<file path="config.mk">
export PLATFORM = sky130hd
export DESIGN_NAME = ubt_top
export DESIGN_NICKNAME = d
export VERILOG_FILES = /design/src/design/ubt_pkg.sv /design/src/design/ubt_baud.sv /design/src/design/ubt_par.sv /design/src/design/ubt_top.sv
export SDC_FILE = /design/constraint.sdc
export NUM_CORES = 1
export LEC_CHECK = 0
export BUFFER_PORTS_ARGS = -buffer_cell sky130_fd_sc_hd__buf_4
export CAP_MARGIN = 10
export CORE_MARGIN = 5
export CORE_UTILIZATION = 62
export CTS_BUF_LIST = sky130_fd_sc_hd__clkbuf_4 sky130_fd_sc_hd__clkbuf_8 sky130_fd_sc_hd__clkbuf_16
export CTS_CLUSTER_SIZE = 16
export DETAILED_ROUTE_END_ITERATION = 8
export PLACE_DENSITY = 0.9
export RECOVER_POWER = 50
export SETUP_SLACK_MARGIN = 0.3
export SYNTH_ARGS = -nofsm -noshare
export SYNTH_HDL_FRONTEND = slang
export SYNTH_SLANG_ARGS = --single-unit
export TNS_END_PERCENT = 20
</file>
<file path="constraint.sdc">
create_clock -name CLK_SYS -period 4.1 [get_ports CLK_SYS]
set_clock_uncertainty 0.2 [all_clocks]
set_input_delay 0.205 -clock CLK_SYS [delete_from_list [all_inputs] [get_ports CLK_SYS]]
set_output_delay 0.205 -clock CLK_SYS [all_outputs]
set_load 0.05 [all_outputs]
</file>
<file path="src/design/ubt_pkg.sv">
package ubt_pkg;
  // ****************************************
  // Register offsets (byte addresses)
  // ****************************************
  localparam logic [3:0] ADDR_BAUD = 4'h0;
  localparam logic [3:0] ADDR_CTRL1 = 4'h1;
  localparam logic [3:0] ADDR_ACTRL2 = 4'h2;
  localparam logic [3:0] ADDR_CTRL2 = 4'h3;
  localparam logic [3:0] ADDR_STAT1 = 4'h4;
  localparam logic [3:0] ADDR_STAT2 = 4'h5;
  localparam logic [3:0] ADDR_DATA = 4'h7;
  localparam logic [3:0] ADDR_IRQ_STAT = 4'h8;
  localparam logic [3:0] ADDR_IRQ_MASK = 4'h9;
  // ****************************************
  // Field positions
  // ****************************************
  localparam int CTRL1_M = 4;
  localparam int CTRL1_PE = 1;
  localparam int CTRL1_PT = 0;
  localparam int CTRL2_TE = 3;
  localparam int CTRL2_RE = 2;
  localparam int STAT1_TX_BUFFER_EMPTY_FLAG = 7;
  localparam int STAT1_TC = 6;
  localparam int STAT1_RECEIVE_FULL_FLAG = 5;
  localparam int STAT1_FE = 1;
  localparam int STAT1_PF = 0;
  localparam int STAT2_ALTERNATE_MAP_SELECT = 7;
  localparam int ACTRL2_BREAK_FEATURE_ON = 0;
  localparam int IRQ_BRK = 0;
  localparam int IRQ_RXF = 1;
  localparam int IRQ_FE = 2;
  localparam int IRQ_TXE = 3;
  localparam int IRQ_W = 4;
  // ****************************************
  // Reset values and counts
  // ****************************************
  localparam logic [15:0] BAUD_RESET = 16'h0004;
  localparam logic [3:0] OVS_LAST = 4'hf;
  localparam logic [3:0] OVS_MID = 4'h7;
  localparam logic [3:0] BITS_8 = 4'h8;
  localparam logic [3:0] BITS_9 = 4'h9;
  typedef enum logic [1:0] {RX_IDLE, RX_START, RX_DATA, RX_STOP} ubt_rx_type;
  typedef enum logic [2:0] {TX_OFF, TX_READY, TX_PRE, TX_START, TX_DATA, TX_STOP} ubt_tx_type;
endpackage

</file>
<file path="src/design/ubt_baud.sv">
`timescale 1ns/1ps
module ubt_baud
  import ubt_pkg::*;
(
  input wire logic CLK_SYS,
  input wire logic RST_N,
  input wire logic [15:0] divisor,
  output logic tick
);
  logic [15:0] cnt_r;
  // ****************************************
  // Oversample tick divider
  // ****************************************
  always_ff @(posedge CLK_SYS or negedge RST_N)
  begin
    if (!RST_N)
    begin
      cnt_r <= 16'h0000;
      tick <= 1'b0;
    end
    else if (cnt_r >= divisor - 16'h0001)
    begin
      cnt_r <= 16'h0000;
      tick <= 1'b1;
    end
    else
    begin
      cnt_r <= cnt_r + 16'h0001;
      tick <= 1'b0;
    end
  end
endmodule

</file>
<file path="src/design/ubt_par.sv">
`timescale 1ns/1ps
module ubt_par
  import ubt_pkg::*;
(
  input wire logic [8:0] data,
  input wire logic nine,
  input wire logic odd,
  output logic bit_out
);
  // Parity over the data bits
  always_comb
  begin
    bit_out = (^data[7:0]) ^ (nine & data[8]) ^ odd;
  end
endmodule

</file>
<file path="src/design/ubt_top.sv">
// Chosen here: the Avalon-MM slave port and the register offsets.
`timescale 1ns/1ps
// Functional notes
// - A break starting at the start bit with the feature on loads no byte and leaves the full flag alone.
// - Such a break raises no framing or parity error.
// - A break starting mid-frame loads the partial byte, sets full, framing and (if on) parity error.
// - The break flag sets as soon as a break is recognised.
// - An idle character is all ones, no start, stop or parity bit, length per word-length bit.
// - After the transmitter enable rises, an idle preamble precedes the first frame.
// - Clearing the enable mid-frame lets the frame finish before the line goes idle.
// - Clearing then setting the enable mid-frame queues one idle after the frame.
// - Setting the enable only after the stop bit loses previously written transmit data.
// - With the enable clear and transmission done, the output pin is released.
// - Alternate registers are reached only while the alternate map select bit is one.
module ubt_top
  import ubt_pkg::*;
(
  input wire logic CLK_SYS,
  input wire logic RST_N,
  input wire logic [3:0] AVS_ADDRESS,
  input wire logic AVS_READ,
  input wire logic AVS_WRITE,
  input wire logic [7:0] AVS_WRITEDATA,
  output logic [7:0] AVS_READDATA,
  output logic AVS_WAITREQUEST,
  input wire logic RXD,
  output logic TXD_O,
  output logic TXD_OE,
  output logic IRQ
);
  logic [15:0] baud_r;
  logic [7:0] ctrl1_r;
  logic [7:0] ctrl2_r;
  logic alternate_map_select_r;
  logic break_feature_on_r;
  logic [IRQ_W-1:0] irq_stat_r;
  logic [IRQ_W-1:0] irq_mask_r;
  logic [8:0] rx_buf_r;
  logic receive_full_flag_r;
  logic fe_r;
  logic pf_r;
  logic [8:0] tx_buf_r;
  logic tx_buffer_empty_flag_r;
  logic tc_r;
  logic ack_r;
  logic tick;
  logic wr_acc;
  logic rd_acc;
  logic tx_on;
  logic nine;
  logic [3:0] nbits;
  logic rx_par_calc;
  logic tx_par_calc;
  logic [7:0] rd_nxt;
  // Receive path
  ubt_rx_type rx_st_r;
  logic [3:0] rx_ovs_r;
  logic [3:0] rx_bit_r;
  logic [8:0] rx_sh_r;
  logic rx_armed_r;
  logic rx_any_high_r;
  logic [8:0] rx_word;
  logic rx_done;
  logic rx_brk;
  // Transmit path
  ubt_tx_type tx_st_r;
  logic [3:0] tx_ovs_r;
  logic [3:0] tx_bit_r;
  logic [9:0] tx_sh_r;
  logic tx_on_d_r;
  logic pre_pend_r;
  logic tx_bit_end;
  logic tx_load;
  assign tx_on = ctrl2_r[CTRL2_TE];
  assign nine = ctrl1_r[CTRL1_M];
  assign nbits = nine ? BITS_9 : BITS_8;
  // ****************************************
  // Avalon slave, one wait state
  // ****************************************
  assign wr_acc = AVS_WRITE && ack_r;
  assign rd_acc = AVS_READ && ack_r;
  always_ff @(posedge CLK_SYS or negedge RST_N)
  begin
    if (!RST_N)
    begin
      ack_r <= 1'b0;
      AVS_WAITREQUEST <= 1'b1;
    end
    else
    begin
      ack_r <= (AVS_READ || AVS_WRITE) && !ack_r;
      AVS_WAITREQUEST <= !((AVS_READ || AVS_WRITE) && !ack_r);
    end
  end
  always_comb
  begin
    rd_nxt = 8'h00;
    unique case (AVS_ADDRESS)
      ADDR_BAUD: rd_nxt = alternate_map_select_r ? {4'h0, irq_stat_r} : baud_r[15:8];
      ADDR_CTRL1: rd_nxt = alternate_map_select_r ? {4'h0, irq_mask_r} : baud_r[7:0];
      ADDR_ACTRL2: rd_nxt = alternate_map_select_r ? {7'h00, break_feature_on_r} : ctrl1_r;
      ADDR_CTRL2: rd_nxt = ctrl2_r;
      ADDR_STAT1: rd_nxt = {tx_buffer_empty_flag_r, tc_r, receive_full_flag_r, 3'h0, fe_r, pf_r};
      ADDR_STAT2: rd_nxt = {alternate_map_select_r, 7'h00};
      ADDR_DATA: rd_nxt = rx_buf_r[7:0];
      ADDR_IRQ_STAT: rd_nxt = {4'h0, irq_stat_r};
      ADDR_IRQ_MASK: rd_nxt = {4'h0, irq_mask_r};
      default: rd_nxt = 8'h00;
    endcase
  end
  always_ff @(posedge CLK_SYS or negedge RST_N)
  begin
    if (!RST_N)
      AVS_READDATA <= 8'h00;
    else
      AVS_READDATA <= rd_nxt;
  end
  // ****************************************
  // Control registers
  // ****************************************
  always_ff @(posedge CLK_SYS or negedge RST_N)
  begin
    if (!RST_N)
    begin
      baud_r <= BAUD_RESET;
      ctrl1_r <= 8'h00;
      ctrl2_r <= 8'h00;
      alternate_map_select_r <= 1'b0;
      break_feature_on_r <= 1'b0;
      irq_mask_r <= 4'h0;
    end
    else if (wr_acc)
    begin
      unique case (AVS_ADDRESS)
        ADDR_BAUD:
        begin
          if (alternate_map_select_r)
            ;
          else
            baud_r[15:8] <= AVS_WRITEDATA;
        end
        ADDR_CTRL1:
        begin
          if (alternate_map_select_r)
            irq_mask_r <= AVS_WRITEDATA[IRQ_W-1:0];
          else
            baud_r[7:0] <= AVS_WRITEDATA;
        end
        ADDR_ACTRL2:
        begin
          if (alternate_map_select_r)
            break_feature_on_r <= AVS_WRITEDATA[ACTRL2_BREAK_FEATURE_ON];
          else
            ctrl1_r <= AVS_WRITEDATA;
        end
        ADDR_CTRL2: ctrl2_r <= AVS_WRITEDATA;
        ADDR_STAT2: alternate_map_select_r <= AVS_WRITEDATA[STAT2_ALTERNATE_MAP_SELECT];
        ADDR_IRQ_MASK: irq_mask_r <= AVS_WRITEDATA[IRQ_W-1:0];
        default: ;
      endcase
    end
  end
  ubt_baud u_baud (
    .CLK_SYS(CLK_SYS),
    .RST_N(RST_N),
    .divisor(baud_r),
    .tick(tick)
  );
  ubt_par u_rxpar (
    .data(rx_word),
    .nine(nine),
    .odd(ctrl1_r[CTRL1_PT]),
    .bit_out(rx_par_calc)
  );
  ubt_par u_txpar (
    .data(nine ? tx_buf_r : {2'b00, tx_buf_r[6:0]}),
    .nine(nine),
    .odd(ctrl1_r[CTRL1_PT]),
    .bit_out(tx_par_calc)
  );
  // ****************************************
  // Receiver
  // ****************************************
  assign rx_done = tick && (rx_st_r == RX_STOP) && (rx_ovs_r == OVS_LAST);
  assign rx_brk = rx_done && !RXD && !rx_any_high_r;
  assign rx_word = nine ? rx_sh_r : {1'b0, rx_sh_r[8:1]};
  always_ff @(posedge CLK_SYS or negedge RST_N)
  begin
    if (!RST_N)
    begin
      rx_st_r <= RX_IDLE;
      rx_ovs_r <= 4'h0;
      rx_bit_r <= 4'h0;
      rx_sh_r <= 9'h000;
      rx_armed_r <= 1'b0;
      rx_any_high_r <= 1'b0;
    end
    else if (!ctrl2_r[CTRL2_RE])
      rx_st_r <= RX_IDLE;
    else if (tick)
    begin
      rx_ovs_r <= rx_ovs_r + 4'h1;
      unique case (rx_st_r)
        RX_IDLE:
        begin
          rx_ovs_r <= 4'h0;
          rx_any_high_r <= 1'b0;
          if (RXD)
            rx_armed_r <= 1'b1;
          if (!RXD && rx_armed_r)
            rx_st_r <= RX_START;
        end
        RX_START:
        begin
          if (rx_ovs_r == OVS_MID)
          begin
            rx_ovs_r <= 4'h0;
            rx_bit_r <= 4'h0;
            rx_st_r <= RXD ? RX_IDLE : RX_DATA;
          end
        end
        RX_DATA:
        begin
          if (rx_ovs_r == OVS_LAST)
          begin
            rx_sh_r <= {RXD, rx_sh_r[8:1]};
            rx_any_high_r <= rx_any_high_r | RXD;
            if (rx_bit_r == nbits - 4'h1)
              rx_st_r <= RX_STOP;
            rx_bit_r <= rx_bit_r + 4'h1;
          end
        end
        RX_STOP:
        begin
          if (rx_ovs_r == OVS_LAST)
          begin
            rx_st_r <= RX_IDLE;
            rx_armed_r <= RXD;
          end
        end
        default: rx_st_r <= RX_IDLE;
      endcase
    end
  end
  // Receive buffer and error flags
  always_ff @(posedge CLK_SYS or negedge RST_N)
  begin
    if (!RST_N)
    begin
      rx_buf_r <= 9'h000;
      receive_full_flag_r <= 1'b0;
      fe_r <= 1'b0;
      pf_r <= 1'b0;
    end
    else if (rx_done && !(rx_brk && !rx_any_high_r && break_feature_on_r))
    begin
      rx_buf_r <= rx_word;
      receive_full_flag_r <= 1'b1;
      fe_r <= !RXD;
      pf_r <= ctrl1_r[CTRL1_PE] && rx_par_calc;
    end
    else if (rd_acc && AVS_ADDRESS == ADDR_DATA)
      receive_full_flag_r <= 1'b0;
  end
  // ****************************************
  // Transmitter
  // ****************************************
  assign tx_bit_end = tick && (tx_ovs_r == OVS_LAST);
  assign tx_load = wr_acc && AVS_ADDRESS == ADDR_DATA;
  always_ff @(posedge CLK_SYS or negedge RST_N)
  begin
    if (!RST_N)
    begin
      tx_on_d_r <= 1'b0;
      pre_pend_r <= 1'b0;
    end
    else
    begin
      tx_on_d_r <= tx_on;
      if (tx_on && !tx_on_d_r)
        pre_pend_r <= 1'b1;
      else if (tx_st_r == TX_PRE && tx_bit_end && tx_bit_r == nbits + 4'h1)
        pre_pend_r <= 1'b0;
    end
  end
  always_ff @(posedge CLK_SYS or negedge RST_N)
  begin
    if (!RST_N)
    begin
      tx_buf_r <= 9'h000;
      tx_buffer_empty_flag_r <= 1'b1;
    end
    else if (tx_st_r == TX_START && tick && tx_ovs_r == 4'h0)
      tx_buffer_empty_flag_r <= 1'b1;
    else if (tx_load)
    begin
      tx_buf_r <= {1'b0, AVS_WRITEDATA};
      tx_buffer_empty_flag_r <= 1'b0;
    end
    else if (tx_st_r == TX_OFF && !tx_on)
      tx_buffer_empty_flag_r <= 1'b1;
  end
  always_ff @(posedge CLK_SYS or negedge RST_N)
  begin
    if (!RST_N)
    begin
      tx_st_r <= TX_OFF;
      tx_ovs_r <= 4'h0;
      tx_bit_r <= 4'h0;
      tx_sh_r <= 10'h3ff;
      tc_r <= 1'b1;
    end
    else if (tick)
    begin
      tx_ovs_r <= tx_ovs_r + 4'h1;
      unique case (tx_st_r)
        TX_OFF:
        begin
          tx_ovs_r <= 4'h0;
          if (tx_on)
            tx_st_r <= TX_READY;
        end
        TX_READY:
        begin
          tx_ovs_r <= 4'h0;
          tx_bit_r <= 4'h0;
          if (!tx_on)
            tx_st_r <= TX_OFF;
          else if (pre_pend_r)
          begin
            tx_st_r <= TX_PRE;
            tc_r <= 1'b0;
          end
          else if (!tx_buffer_empty_flag_r)
          begin
            tx_st_r <= TX_START;
            tc_r <= 1'b0;
          end
          else
            tc_r <= 1'b1;
        end
        TX_PRE:
        begin
          if (tx_ovs_r == OVS_LAST)
          begin
            tx_bit_r <= tx_bit_r + 4'h1;
            if (tx_bit_r == nbits + 4'h1)
              tx_st_r <= TX_READY;
          end
        end
        TX_START:
        begin
          if (tx_ovs_r == 4'h0)
          begin
            tx_sh_r <= {tx_par_calc, tx_buf_r};
            if (ctrl1_r[CTRL1_PE])
              tx_sh_r <= nine ? {tx_par_calc, tx_buf_r} : {2'b11, tx_par_calc, tx_buf_r[6:0]};
          end
          if (tx_ovs_r == OVS_LAST)
          begin
            tx_bit_r <= 4'h0;
            tx_st_r <= TX_DATA;
          end
        end
        TX_DATA:
        begin
          if (tx_ovs_r == OVS_LAST)
          begin
            tx_sh_r <= {1'b1, tx_sh_r[9:1]};
            tx_bit_r <= tx_bit_r + 4'h1;
            if (tx_bit_r == nbits - 4'h1)
              tx_st_r <= TX_STOP;
          end
        end
        TX_STOP:
        begin
          if (tx_ovs_r == OVS_LAST)
            tx_st_r <= tx_on ? TX_READY : TX_OFF;
        end
        default: tx_st_r <= TX_OFF;
      endcase
    end
  end
  // Line drive
  always_ff @(posedge CLK_SYS or negedge RST_N)
  begin
    if (!RST_N)
    begin
      TXD_O <= 1'b1;
      TXD_OE <= 1'b0;
    end
    else
    begin
      TXD_O <= (tx_st_r == TX_START) ? 1'b0 : (tx_st_r == TX_DATA) ? tx_sh_r[0] : 1'b1;
      TXD_OE <= !(tx_st_r == TX_OFF && !tx_on);
    end
  end
  // ****************************************
  // Interrupt status and mask
  // ****************************************
  always_ff @(posedge CLK_SYS or negedge RST_N)
  begin
    if (!RST_N)
      irq_stat_r <= 4'h0;
    else
    begin
      for (int i = 0; i < IRQ_W; i++)
      begin
        if (wr_acc && AVS_ADDRESS == ADDR_IRQ_STAT && AVS_WRITEDATA[i])
          irq_stat_r[i] <= 1'b0;
      end
      if (rx_brk)
        irq_stat_r[IRQ_BRK] <= 1'b1;
      if (rx_done && !(rx_brk && !rx_any_high_r && break_feature_on_r))
        irq_stat_r[IRQ_RXF] <= 1'b1;
      if (rx_done && !RXD && !(!rx_any_high_r && break_feature_on_r))
        irq_stat_r[IRQ_FE] <= 1'b1;
      if (tx_st_r == TX_START && tick && tx_ovs_r == 4'h0)
        irq_stat_r[IRQ_TXE] <= 1'b1;
    end
  end
  always_ff @(posedge CLK_SYS or negedge RST_N)
  begin
    if (!RST_N)
      IRQ <= 1'b0;
    else
      IRQ <= |(irq_stat_r & irq_mask_r);
  end
endmodule

</file>
**Yosys cells after proc, flatten, opt, wreduce, memory -nomap -nowiden**

Cells that the tools add are included.

- Bitwise logic cells: 10
- Order comparisons: 1
- Equality and inequality tests: 43
- Mux-type cells: 70
- Reductions and logical operators: 78
- Add/sub/neg operators: 8

Operator list:

| cell | count |
|---|---|
| case mux 8 bit (9 select lines) | 1 |
| 2-to-1 mux 10 bit | 4 |
| 2-to-1 mux 8 bit | 4 |
| 2-to-1 mux 3 bit | 10 |
| logical AND 1 bit | 28 |
| 2-to-1 mux 4 bit | 7 |
| 2-to-1 mux 1 bit | 25 |
| case mux 4 bit (2 select lines) | 3 |
| nonzero test 2 bit | 11 |
| adder 4 x 1 -> 4 bit (second input constant) | 5 |
| inequality test 2 bit (second input constant) | 10 |
| case mux 10 bit (2 select lines) | 1 |
| case mux 3 bit (6 select lines) | 1 |
| AND reduction 3 bit | 6 |
| adder 16 x 1 -> 16 bit (second input constant) | 1 |
| == test 4 x 3 -> 1 bit (second input constant) | 4 |
| == test 4 bit (second input constant) | 4 |
| >= comparator 16 bit | 1 |
| 2-to-1 mux 16 bit | 1 |
| 2-to-1 mux 2 bit | 8 |
| AND reduction 4 bit | 4 |
| XOR reduction 8 bit | 2 |
| subtractor 16 x 1 -> 16 bit (second input constant) | 1 |
| == test 4 bit | 3 |
| 34 further kinds | 65 |

- Output and inout port bits: 12
- Input bits: 17
- Register bits: 137

**Depth between registers and ports, before layout**

Gate-level depths: netlist of run 1.

- Depth after elaboration: 10
- Depth in mapped cells: 13
- Gate-level depth less buffers: 12

**Cells and area by module**

A second synthesis of run 1 with hierarchy kept.

- Cell total of the unflattened synthesis: 699
- Area, all modules: 7465.9 µm²

By module, submodules not included:

| module | area an instance (µm²) | cells an instance | sequential area each (µm²) | instances |
|---|---|---|---|---|
| ubt_top | 5763.0 | 525 | 3021.6 | 1 |
| ubt_baud | 1527.7 | 156 | 425.4 | 1 |
| ubt_par | 87.6 | 9 | 0.0 | 2 |

**Worst setup path after synthesis of run 1**

No wires, ideal clock.

- Path type: register to register
- From: reg baud_r[6]
- To: reg u_baud.cnt_r[10]
- Stages on the path, launching flop included: 12
- Path slack: 0.888 ns
- Setup time: 0.078 ns
- Data arrival time: 2.934 ns
- Cell sequence: dfrtp_1 -> or4_4 -> or3_1 -> nor4_2 -> xnor2_1 -> ha_1 -> nand2_1 -> o21ai_0 -> a2111oi_0 -> o21ai_1 -> clkbuf_1 -> a21oi_1

- Longest elaborated chain between the ends: 3

RTL lines:

| what | RTL line | source |
|---|---|---|
| start, declared | ubt_top.sv:31 | `logic [15:0] baud_r;` |
| start signal, assigned | ubt_top.sv:125 | `baud_r <= BAUD_RESET;` |
| start signal, assigned | ubt_top.sv:147 | `baud_r[7:0] <= AVS_WRITEDATA;` |
| subtractor 16 x 1 -> 16 bit | ubt_baud.sv:21 | `else if (cnt_r >= divisor - 16'h0001)` |
| >= comparator 16 bit | ubt_baud.sv:21 |  |
| 2-to-1 mux 16 bit | ubt_baud.sv:21 |  |
| end signal, assigned | ubt_baud.sv:28 | `cnt_r <= cnt_r + 16'h0001;` |
| end, declared | ubt_baud.sv:10 | `logic [15:0] cnt_r;` |

No other way between the ends.
A chain may end at the register's enable or synchronous reset.

**Worst setup path after layout of run 1**

- From: reg baud_r[6]
- To: reg u_baud.tick

- Longest elaborated chain between the ends: 3

RTL lines:

| what | RTL line | source |
|---|---|---|
| subtractor 16 x 1 -> 16 bit | ubt_baud.sv:21 |  |
| >= comparator 16 bit | ubt_baud.sv:21 |  |
| 2-to-1 mux 1 bit | ubt_baud.sv:21 |  |
| end signal, assigned | ubt_baud.sv:19 | `tick <= 1'b0;` |
| end signal, assigned | ubt_baud.sv:24 | `tick <= 1'b1;` |
| end signal, assigned | ubt_baud.sv:29 | `tick <= 1'b0;` |
| end, declared | ubt_baud.sv:8 | `output logic tick` |

No other way between the ends.

==> results of run 1 <==
## worst min path at each step
| stage | from | to | slack [ps] | cells past startpoint |
|---|---|---|---|---|
| finish | AVS_ADDRESS[1] | AVS_READDATA[1] | 60 | 2 |
| detailed placement | RST_N | u_baud.cnt_r[0] | 200 | 1 |
| floorplan | RST_N | AVS_READDATA[0] | -290 | 0 |
| CTS | AVS_ADDRESS[0] | AVS_READDATA[0] | 0.5 | 3 |
| global route | AVS_ADDRESS[1] | AVS_READDATA[1] | 50 | 2 |
| global placement | RST_N | u_baud.cnt_r[2] | 200 | 1 |
## cell families (layout without fill, tap and decap cells)
logic type	count (synthesis)	count (layout)	share of synthesized area (%)
AOI/OAI and AO/OA	147	147	12.3
xor gates and xnor gates	43	43	5.55
adders and majority gates	23	23	3.95
buffers and inverters	45	93	2.51
DFF	137	137	47.4
muxes	81	81	12.2
and+or+nand+nor	233	233	16.1
## cell usage in the layout (no fill, tap or decap), types with 7 or more instances in the layout
cell type,n
nor2_1,54
mux2_2,53
a21oi_1,45
xnor2_1,24
xor2_1,17
dfrtp_1,122
nand2b_1,13
o21ai_0,36
nand3_1,20
a31oi_1,12
mux2i_1,27
buf_4,15
nor4_1,7
a22oi_1,7
dlygate4sd3_1,14
clkbuf_1,14
inv_1,16
clkbuf_16,17
ha_1,23
dfstp_2,15
nor3_1,15
nand2_1,74
## worst reg2reg max path, stage by stage, from the launching register on
cell and delay [ps]:
dfrtp_1 460, or4_4 550, or3_1 390, nor4_2 210, xnor2_1 180, ha_1 280, nand2_1 80, o21ai_0 120
a2111oi_1 450, o21ai_2 300, and2_1 220
## power breakdown
group / switching, uW / internal [uW] / leakage, uW
Sequential: 322 / 1650 / 0.00174
Combinational: 643 / 485 / 0.00153
Clock: 634 / 845 / 0.000273
## flip-flops by register name, indices dropped and copies added (netlist names), 8 cells and up
| signal | flops |
|---|---|
| u_baud.cnt_r | 16 |
| rx_buf_r | 8 |
| rx_sh_r | 9 |
| baud_r | 16 |
| AVS_READDATA | 8 |
| tx_sh_r | 10 |
| ctrl1_r | 8 |
| tx_buf_r | 8 |
| ctrl2_r | 8 |
## per-layer routing
metal | wire length [um] | share of wire [%] | vias to the layer above
li1 | - | - | 2636
met1 | 7010 | 40 | 2857
met2 | 8480 | 49 | 234
met3 | 1110 | 6.4 | 63
met4 | 736 | 4.2 | 0
met5 | 0 | 0 | -
## area by class of cell
class / instances / area [um^2]
clock buffers: 17 / 425
clock inverters: 15 / 140
fillers: 705 / 3230
inverters: 17 / 63.8
multi-input cells: 527 / 3670
flip-flops and latches: 137 / 3450
well taps: 143 / 179
repair buffers: 44 / 310
## stage by stage
| stage | hold slack, ps | area, um^2 |
|---|---|---|
| final | 56.0 | 8230 |
| after detailed placement | 202 | 7570 |
| after global routing | 51.2 | 8230 |
| after global placement | 197 | 7570 |
| after floorplan | -291 | 7280 |
| after CTS | 0.543 | 8280 |
## repair_timing
item | 4_1_cts | 5_1_grt
gates resized for setup | 0 | 4
hold buffers | 14 | 0
setup endpoints to repair | 0 | 17
endpoints found under the hold margin | 160 | 0
==> report_table.html, run 1 <==
<table>
<tr><th>Metric</th><th>Value</th></tr>
<tr><th colspan="2">Status</th></tr>
<tr><td>Run status</td><td>complete, but fails checks</td></tr>
<tr><td>Violated checks</td><td>max-capacitance violations, max-slew violations</td></tr>
<tr><th colspan="2">Placement</th></tr>
<tr><td>Detailed-placement wirelength estimate</td><td>11.2 mm</td></tr>
<tr><td>IO buf count</td><td>28</td></tr>
<tr><td>Placed instance count</td><td>854</td></tr>
<tr><td>Final weighted congestion in routability-driven placement</td><td>0.935</td></tr>
<tr><td>Worst setup slack after placement</td><td>479 ps</td></tr>
<tr><th colspan="2">Synthesis</th></tr>
<tr><td>Cell type with the highest aggregate area in the netlist</td><td>dfrtp_1</td></tr>
<tr><td>Count of different cell masters after synthesis</td><td>68</td></tr>
<tr><td>Number of flops mapped to enable cells by yosys</td><td>0</td></tr>
<tr><td>Synth Register Bits</td><td>137</td></tr>
<tr><td>Synth top area cells</td><td>dfrtp_1 (42%), mux2_2 (8.2%), dfstp_2 (5.4%)</td></tr>
<tr><td>Most numerous cell in the Yosys netlist</td><td>dfrtp_1</td></tr>
<tr><td>Summed instance area of the synthesized netlist</td><td>0.00728 mm^2</td></tr>
<tr><td>Cell count after synthesis</td><td>709</td></tr>
<tr><td>Average cell area after synthesis</td><td>10.3 um^2</td></tr>
<tr><td>Commonest register cell after synthesis</td><td>dfrtp_1</td></tr>
<tr><td>Sequential element share of the synthesized area</td><td>47.4%</td></tr>
<tr><td>Syn Nets</td><td>749</td></tr>
<tr><td>Number of warnings printed during yosys synthesis</td><td>0</td></tr>
<tr><td>Leading cell types by count after synthesis</td><td>dfrtp_1 (122), nand2_1 (74), nor2_1 (54)</td></tr>
<tr><td>Share of async-settable or async-resettable flops after synthesis</td><td>100%</td></tr>
<tr><td>Top cell type's share of synthesized area</td><td>41.9%</td></tr>
<tr><th colspan="2">Global route</th></tr>
<tr><td>Number of global-route vias before repair</td><td>5783</td></tr>
<tr><td>First-pass GRT wire length</td><td>28.8 mm</td></tr>
<tr><td>Residual overflow from global routing</td><td>0</td></tr>
<tr><td>Busiest layer in global routing</td><td>met2</td></tr>
<tr><td>Initial antenna violation count</td><td>0</td></tr>
<tr><td>Met2 demand-to-capacity share in global routing</td><td>41.4%</td></tr>
<tr><td>Met3 demand-to-capacity share in global routing</td><td>6.54%</td></tr>
<tr><td>Pin count of the biggest net entering global routing</td><td>114</td></tr>
<tr><td>Met1 track utilization from global routing</td><td>31.5%</td></tr>
<tr><td>Gr usage total</td><td>25.5%</td></tr>
<tr><th colspan="2">Power and ir drop</th></tr>
<tr><td>Total power density per cell area</td><td>556 mW/mm^2</td></tr>
<tr><td>IR drop worst, VDD</td><td>0.426 mV</td></tr>
<tr><td>PnR Total Power</td><td>4570 uW</td></tr>
<tr><td>Static leakage</td><td>0.00355 uW</td></tr>
<tr><th colspan="2">Route</th></tr>
<tr><td>Drt wl/cell</td><td>19.3 um</td></tr>
<tr><td>First-pass detailed-route iteration total</td><td>5</td></tr>
<tr><td>Vias/cell</td><td>6.43</td></tr>
<tr><td>Total detailed-routing wirelength</td><td>17.3 mm</td></tr>
<tr><td>First-iteration detailed-routing DRC count</td><td>640</td></tr>
<tr><td>Post-route DRC violation count</td><td>0</td></tr>
<tr><td>Vias after detailed routing</td><td>5790</td></tr>
<tr><td>Antenna viol nets, final</td><td>0</td></tr>
<tr><th colspan="2">Timing</th></tr>
<tr><td># setup viols final</td><td>0</td></tr>
<tr><td>Time the final worst path needs with I/O delays and setup</td><td>3560 ps</td></tr>
<tr><td>Post-route fraction of the period consumed by the critical path</td><td>86.8%</td></tr>
<tr><td>Setup repair after global routing missed its margin</td><td>false</td></tr>
<tr><td>Actual transition at the worst max-transition pin</td><td>2730 ps</td></tr>
<tr><td>Final number of hold-violating endpoints</td><td>0</td></tr>
<tr><td>Pins over their slew limit</td><td>114</td></tr>
<tr><td>Slew Limit Headroom</td><td>-82.3%</td></tr>
<tr><td>Setup WS post-layout</td><td>543 ps</td></tr>
<tr><td>Post-Route Setup TNS</td><td>0 ps</td></tr>
<tr><td>Max Clock Freq</td><td>281 MHz</td></tr>
<tr><th colspan="2">Die</th></tr>
<tr><td>Horizontal extent of the die</td><td>118 um</td></tr>
<tr><td>Core Area</td><td>0.0115 mm^2</td></tr>
<tr><td>Effective utilization at floorplan</td><td>63.5%</td></tr>
<tr><td>Top Ports</td><td>29</td></tr>
<tr><td>Die H</td><td>118 um</td></tr>
<tr><td>Area enclosed by the die boundary</td><td>0.0140 mm^2</td></tr>
<tr><td>Site row count</td><td>39</td></tr>
<tr><th colspan="2">CTS</th></tr>
<tr><td>Maximum root-to-sink buffer count</td><td>2</td></tr>
<tr><td>Clock-pin slew on the worst setup and hold paths</td><td>70 ps</td></tr>
<tr><td>Clock buffer count from CTS</td><td>17</td></tr>
<tr><td>H-tree levels</td><td>4</td></tr>
<tr><td>Setup Fix Bufs, Post-CTS</td><td>0</td></tr>
<tr><td>Sink Count</td><td>137</td></tr>
<tr><td>Cell chosen for the clock root</td><td>clkbuf_16</td></tr>
<tr><td>Clock tree from TritonCTS</td><td>yes</td></tr>
<tr><td>Insertion delay of the later-clocked pin in the worst-skew pair</td><td>430 ps</td></tr>
<tr><th colspan="2">Critical path</th></tr>
<tr><td>Data required time at the worst endpoint</td><td>4220 ps</td></tr>
<tr><td>Buffering stage count on the worst path with inverters included</td><td>0</td></tr>
<tr><td>Category of cells accounting for the largest share of critical-path delay</td><td>simple AND/OR/NAND/NOR gates</td></tr>
<tr><td>Cells traversed along the worst timing path</td><td>or4_4 -&gt; or3_1 -&gt; nor4_2 -&gt; xnor2_1 -&gt; ha_1 -&gt; nand2_1 -&gt; o21ai_0 -&gt; a2111oi_1 -&gt; o21ai_2 -&gt; and2_1</td></tr>
<tr><td>R2R setup slack</td><td>540 ps</td></tr>
<tr><td>Worst setup path startpoint</td><td>baud_r[6]</td></tr>
<tr><td>Capture point of the worst path</td><td>u_baud.tick</td></tr>
<tr><td>Endpoint class of the critical path</td><td>flop</td></tr>
<tr><td>Critical path's largest stage delay</td><td>550 ps</td></tr>
<tr><td>Data arrival time of the worst path</td><td>3680 ps</td></tr>
<tr><td>Crit Reg-Reg Endpoint</td><td>u_baud.tick</td></tr>
<tr><td>Start of the worst register-to-register path</td><td>baud_r[6]</td></tr>
<tr><td>Top fanout value on the critical path</td><td>17</td></tr>
<tr><td>Kind of start point of the critical path</td><td>flop</td></tr>
<tr><td>Total number of cells along the worst setup path</td><td>10</td></tr>
<tr><td>Critical path start-end classification</td><td>flop to flop</td></tr>
<tr><td>Depth of the worst register-to-register path</td><td>10</td></tr>
<tr><td>Slowest-stage cell, CP</td><td>or4_4</td></tr>
<tr><th colspan="2">Job</th></tr>
<tr><td>Max Cap Viol</td><td>1</td></tr>
<tr><th colspan="2">Cells and area</th></tr>
<tr><td>Fraction of final layout cells with drive strength greater than 1</td><td>17.0%</td></tr>
<tr><td>Non-filler instance count after layout</td><td>900</td></tr>
<tr><td>Antenna diode count</td><td>0</td></tr>
<tr><td>P&amp;R area growth vs syn</td><td>13.1%</td></tr>
<tr><td>Number of nets in the layout</td><td>784</td></tr>
<tr><td>Core Util, Final</td><td>71.8%</td></tr>
<tr><th colspan="2">Min path</th></tr>
<tr><td>Class of the tightest hold or removal check</td><td>primary input to flop</td></tr>
</table>
(Power assumes the default switching activity.)
==> inputs of run 2 (changes only) <==
ABC_AREA = 1   (was default)
==> run 2 against run 1 <==
The flow finishes with violations (negative hold slack, max-capacitance violations, max-slew violations). Via count rose by 13%. Design area grew 3.6%. Die area up 3.4%. Fmax is 7.7% higher. Synthesized cell count grew 33%. Global-route usage rose by 0.71 points. Combinational power down 9%. Sequential power fell by 13%. Area after synthesis rose by 3.7%. Critical path depth rose by 6. Register-to-register slack improved by 250 ps. Largest power group unchanged.
==> report_table.html, run 2 <==
<table>
<tr><th>Metric</th><th>Value</th></tr>
<tr><th colspan="2">Critical path</th></tr>
<tr><td>Slowest-stage cell, CP</td><td>nand3_1</td></tr>
<tr><td>Critical path start-end classification</td><td>flop to flop</td></tr>
<tr><td>Crit Reg-Reg Endpoint</td><td>u_baud.cnt_r[2]</td></tr>
<tr><td>Top fanout value on the critical path</td><td>17</td></tr>
<tr><td>Start of the worst register-to-register path</td><td>baud_r[0]</td></tr>
<tr><td>Cells traversed along the worst timing path</td><td>inv_1 -&gt; ha_1 -&gt; nand2_1 -&gt; nor2_2 -&gt; nand4_2 -&gt; nor3_2 -&gt; xor2_1 -&gt; inv_1 -&gt; ha_1 -&gt; nand2_1 -&gt; inv_1 -&gt; nand3_1 -&gt; inv_1 -&gt; a21oi_1 -&gt; nand3_1 -&gt; nor2_1</td></tr>
<tr><td>Data arrival time of the worst path</td><td>3440 ps</td></tr>
<tr><td>Cell type with the highest occurrence count on the critical path</td><td>inv_1</td></tr>
<tr><td>Depth of the worst register-to-register path</td><td>16</td></tr>
<tr><td>Data required time at the worst endpoint</td><td>4240 ps</td></tr>
<tr><td>R2R setup slack</td><td>800 ps</td></tr>
<tr><td>Kind of start point of the critical path</td><td>flop</td></tr>
<tr><td>Endpoint class of the critical path</td><td>flop</td></tr>
<tr><td>Critical path's largest stage delay</td><td>480 ps</td></tr>
<tr><th colspan="2">Route</th></tr>
<tr><td>Vias after detailed routing</td><td>6556</td></tr>
<tr><td>Vias/cell</td><td>5.71</td></tr>
<tr><td>First-iteration detailed-routing DRC count</td><td>588</td></tr>
<tr><td>Drt wl/cell</td><td>15.5 um</td></tr>
<tr><td>Post-route DRC violation count</td><td>0</td></tr>
<tr><td>First-pass detailed-route iteration total</td><td>6</td></tr>
<tr><td>Total detailed-routing wirelength</td><td>17.8 mm</td></tr>
<tr><td>Antenna viol nets, final</td><td>0</td></tr>
<tr><th colspan="2">Cells and area</th></tr>
<tr><td>Most frequent cells in the layout</td><td>nand2_1 (258), dfrtp_1 (122), inv_1 (107), o21ai_0 (69), nor2_1 (64)</td></tr>
<tr><td>Post-route standard cell area excluding fillers</td><td>0.00853 mm^2</td></tr>
<tr><td>Largest regs</td><td>baud_r x16, u_baud.cnt_r x16, tx_sh_r x10</td></tr>
<tr><td>Commonest non-fill, non-tap cell in the layout</td><td>nand2_1</td></tr>
<tr><td>Fraction of final layout cells with drive strength greater than 1</td><td>11.8%</td></tr>
<tr><td>Antenna diode count</td><td>0</td></tr>
<tr><td>Number of nets in the layout</td><td>1029</td></tr>
<tr><td>Fill cell count</td><td>917</td></tr>
<tr><td>Core Util, Final</td><td>71.3%</td></tr>
<tr><td>P&amp;R area growth vs syn</td><td>13.0%</td></tr>
<tr><th colspan="2">Synthesis</th></tr>
<tr><td>Most numerous cell in the Yosys netlist</td><td>nand2_1</td></tr>
<tr><td>Syn Nets</td><td>984</td></tr>
<tr><td>Leading cell types by count after synthesis</td><td>nand2_1 (256), dfrtp_1 (122), inv_1 (105)</td></tr>
<tr><td>Sequential element share of the synthesized area</td><td>45.7%</td></tr>
<tr><td>Average cell area after synthesis</td><td>8.00 um^2</td></tr>
<tr><td>Number of flops mapped to enable cells by yosys</td><td>0</td></tr>
<tr><td>Cell count after synthesis</td><td>944</td></tr>
<tr><td>Cell type with the highest aggregate area in the netlist</td><td>dfrtp_1</td></tr>
<tr><td>Commonest register cell after synthesis</td><td>dfrtp_1</td></tr>
<tr><td>Synth Register Bits</td><td>137</td></tr>
<tr><td>Summed instance area of the synthesized netlist</td><td>0.00755 mm^2</td></tr>
<tr><td>Synth top area cells</td><td>dfrtp_1 (40%), nand2_1 (13%), dfstp_2 (5.2%)</td></tr>
<tr><td>Number of warnings printed during yosys synthesis</td><td>0</td></tr>
<tr><td>Top cell type's share of synthesized area</td><td>40.4%</td></tr>
<tr><td>Share of async-settable or async-resettable flops after synthesis</td><td>100%</td></tr>
<tr><td>Count of different cell masters after synthesis</td><td>47</td></tr>
<tr><th colspan="2">Timing</th></tr>
<tr><td>Actual transition at the worst max-transition pin</td><td>2610 ps</td></tr>
<tr><td>Final number of hold-violating endpoints</td><td>1</td></tr>
<tr><td>Post-route fraction of the period consumed by the critical path</td><td>80.6%</td></tr>
<tr><td>Pins over their slew limit</td><td>110</td></tr>
<tr><td>Final hold slack</td><td>-6.63 ps</td></tr>
<tr><td># setup viols final</td><td>0</td></tr>
<tr><td>Max Clock Freq</td><td>303 MHz</td></tr>
<tr><td>Post-Route Setup TNS</td><td>0 ps</td></tr>
<tr><td>Time the final worst path needs with I/O delays and setup</td><td>3300 ps</td></tr>
<tr><td>Setup repair after global routing missed its margin</td><td>false</td></tr>
<tr><td>Slew Limit Headroom</td><td>-74.3%</td></tr>
<tr><th colspan="2">Global route</th></tr>
<tr><td>Number of global-route vias before repair</td><td>6487</td></tr>
<tr><td>Initial antenna violation count</td><td>0</td></tr>
<tr><td>Gr usage total</td><td>26.2%</td></tr>
<tr><td>Residual overflow from global routing</td><td>0</td></tr>
<tr><td>First-pass GRT wire length</td><td>30.2 mm</td></tr>
<tr><td>Pin count of the biggest net entering global routing</td><td>110</td></tr>
<tr><th colspan="2">Power and ir drop</th></tr>
<tr><td>Combinational share of power</td><td>23.6%</td></tr>
<tr><td>Fraction of power consumed by the clock network</td><td>37.0%</td></tr>
<tr><td>Design internal power</td><td>2930 uW</td></tr>
<tr><td>Switching part of the total</td><td>32.6%</td></tr>
<tr><td>PnR Total Power</td><td>4350 uW</td></tr>
<tr><td>IR drop worst, VDD</td><td>0.276 mV</td></tr>
<tr><td>Sequential share of power</td><td>39.5%</td></tr>
<tr><td>Net switching power</td><td>1420 uW</td></tr>
<tr><td>Static leakage</td><td>0.00414 uW</td></tr>
<tr><td>Total power density per cell area</td><td>510 mW/mm^2</td></tr>
<tr><th colspan="2">CTS</th></tr>
<tr><td>Clock tree from TritonCTS</td><td>yes</td></tr>
<tr><td>Cell chosen for the clock root</td><td>clkbuf_16</td></tr>
<tr><td>H-tree levels</td><td>4</td></tr>
<tr><td>Maximum root-to-sink buffer count</td><td>2</td></tr>
<tr><td>Sink Count</td><td>137</td></tr>
<tr><td>Number of gates resized after CTS</td><td>0</td></tr>
<tr><td>Clock buffer count from CTS</td><td>17</td></tr>
<tr><td>Insertion delay of the later-clocked pin in the worst-skew pair</td><td>430 ps</td></tr>
<tr><td>Clock-pin slew on the worst setup and hold paths</td><td>60 ps</td></tr>
<tr><th colspan="2">Placement</th></tr>
<tr><td>Final weighted congestion in routability-driven placement</td><td>0.906</td></tr>
<tr><td>Detailed-placement wirelength estimate</td><td>12.1 mm</td></tr>
<tr><td>Cell area after placement</td><td>0.00783 mm^2</td></tr>
<tr><td>IO buf count</td><td>28</td></tr>
<tr><th colspan="2">Die</th></tr>
<tr><td>Die H</td><td>120 um</td></tr>
<tr><td>Top Ports</td><td>29</td></tr>
<tr><td>Site row count</td><td>40</td></tr>
<tr><td>Area enclosed by the die boundary</td><td>0.0145 mm^2</td></tr>
<tr><td>Effective utilization at floorplan</td><td>63.1%</td></tr>
<tr><td>Core Area</td><td>0.0120 mm^2</td></tr>
<tr><td>Horizontal extent of the die</td><td>120 um</td></tr>
<tr><th colspan="2">Min path</th></tr>
<tr><td>Class of the tightest hold or removal check</td><td>primary input to flop</td></tr>
<tr><td>Worst hold stages</td><td>4</td></tr>
<tr><td>Min-Delay Endpoint</td><td>AVS_READDATA[3]</td></tr>
<tr><td>Launch instance of the worst min-delay path</td><td>AVS_ADDRESS[2]</td></tr>
<tr><th colspan="2">Status</th></tr>
<tr><td>Violated checks</td><td>negative hold slack, max-capacitance violations, max-slew violations</td></tr>
<tr><td>Run status</td><td>complete, but fails checks</td></tr>
<tr><th colspan="2">Job</th></tr>
<tr><td>Max Cap Viol</td><td>1</td></tr>
</table>
## run 2: cell types whose count changed after synthesis, sizes merged, moves of 13 or more
cell / before / now
inv: 16 / 122
nand3: 20 / 55
nand2: 74 / 268
mux2: 53 / 0
nand2b: 13 / 0
xnor2: 24 / 7
o21ai: 39 / 113
clkbuf: 18 / 3
mux2i: 27 / 0
xor2: 17 / 34
nor2: 54 / 79
a21oi: 45 / 31
## run 2: routing by layer
metal | track usage, % | part of all wire (%) | up-vias
li1 | - | - | 3161
met1 | 32.0 | 40 | 3091
met2 | 44.4 | 50 | 240
met3 | 5.66 | 6.2 | 64
met4 | 12.3 | 4.0 | 0
met5 | 0 | 0 | -
## run 2: area by class of cell
cell class / instances / area [um^2] / share of cell area [%]
sequential: 137 / 3450 / 40.4
clock buffer: 25 / 510 / 5.99
multi-input combinational: 667 / 3500 / 41.1
timing repair buffer: 43 / 307 / 3.59
clock inverter: 7 / 114 / 1.33
inverter: 123 / 465 / 5.46
tap: 147 / 184 / 2.16
## run 2: kinds of logic after synthesis
logic type	synth area share [%]
xor gates and xnor gates	4.76
DFF	45.7
AOI/OAI and AO/OA	12.9
adders and majority gates	3.81
buffers and inverters	7.82
and+or+nand+nor	25.0
## run 2: what timing repair did
item                                    in CTS  in global routing
hold buffers                                14                  0
endpoints found under the hold margin      129                  0
setup buffers                                0                  0
endpoints found under the setup margin       0                  0
## run 2: how the worst max path moves through the flow
| stage | slack [ps] | endpoint | from |
|---|---|---|---|
| after CTS | 770 | u_baud.cnt_r[13] | baud_r[0] |
| after global placement | 980 | u_baud.cnt_r[10] | baud_r[0] |
| after detailed placement | 840 | u_baud.cnt_r[13] | baud_r[0] |
| final | 800 | u_baud.cnt_r[2] | baud_r[0] |
| after global routing | 380 | u_baud.cnt_r[5] | baud_r[0] |
| after floorplan | 1260 | u_baud.cnt_r[8] | baud_r[0] |
## run 2: metrics by stage
| stage | cells | worst slack [ps] |
|---|---|---|
| global placement | 1103 | 981 |
| CTS | 1149 | 768 |
| floorplan | 944 | 1260 |
| finish | 1149 | 797 |
| global route | 1149 | 380 |
| detailed placement | 1103 | 841 |
## run 2: power groups by stage
stage / sequential (uW) / combinational (uW) / clock, uW
2_1_floorplan: 1720 / 740 / 0
3_3_place_gp: 1720 / 950 / 0
3_5_place_dp: 1730 / 997 / 0
4_1_cts: 1710 / 1040 / 1610
5_1_grt: 1740 / 1170 / 1680
6_report: 1720 / 1030 / 1610
## run 2: critical path: cells and delay by family (launching register included)
kind,cells,cell delay [ps]
xor gates and xnor gates,1,160
DFF,1,420
and+or+nand+nor,8,1510
adders and majority gates,2,500
AOI/OAI and AO/OA,1,130
buffers and inverters,4,290
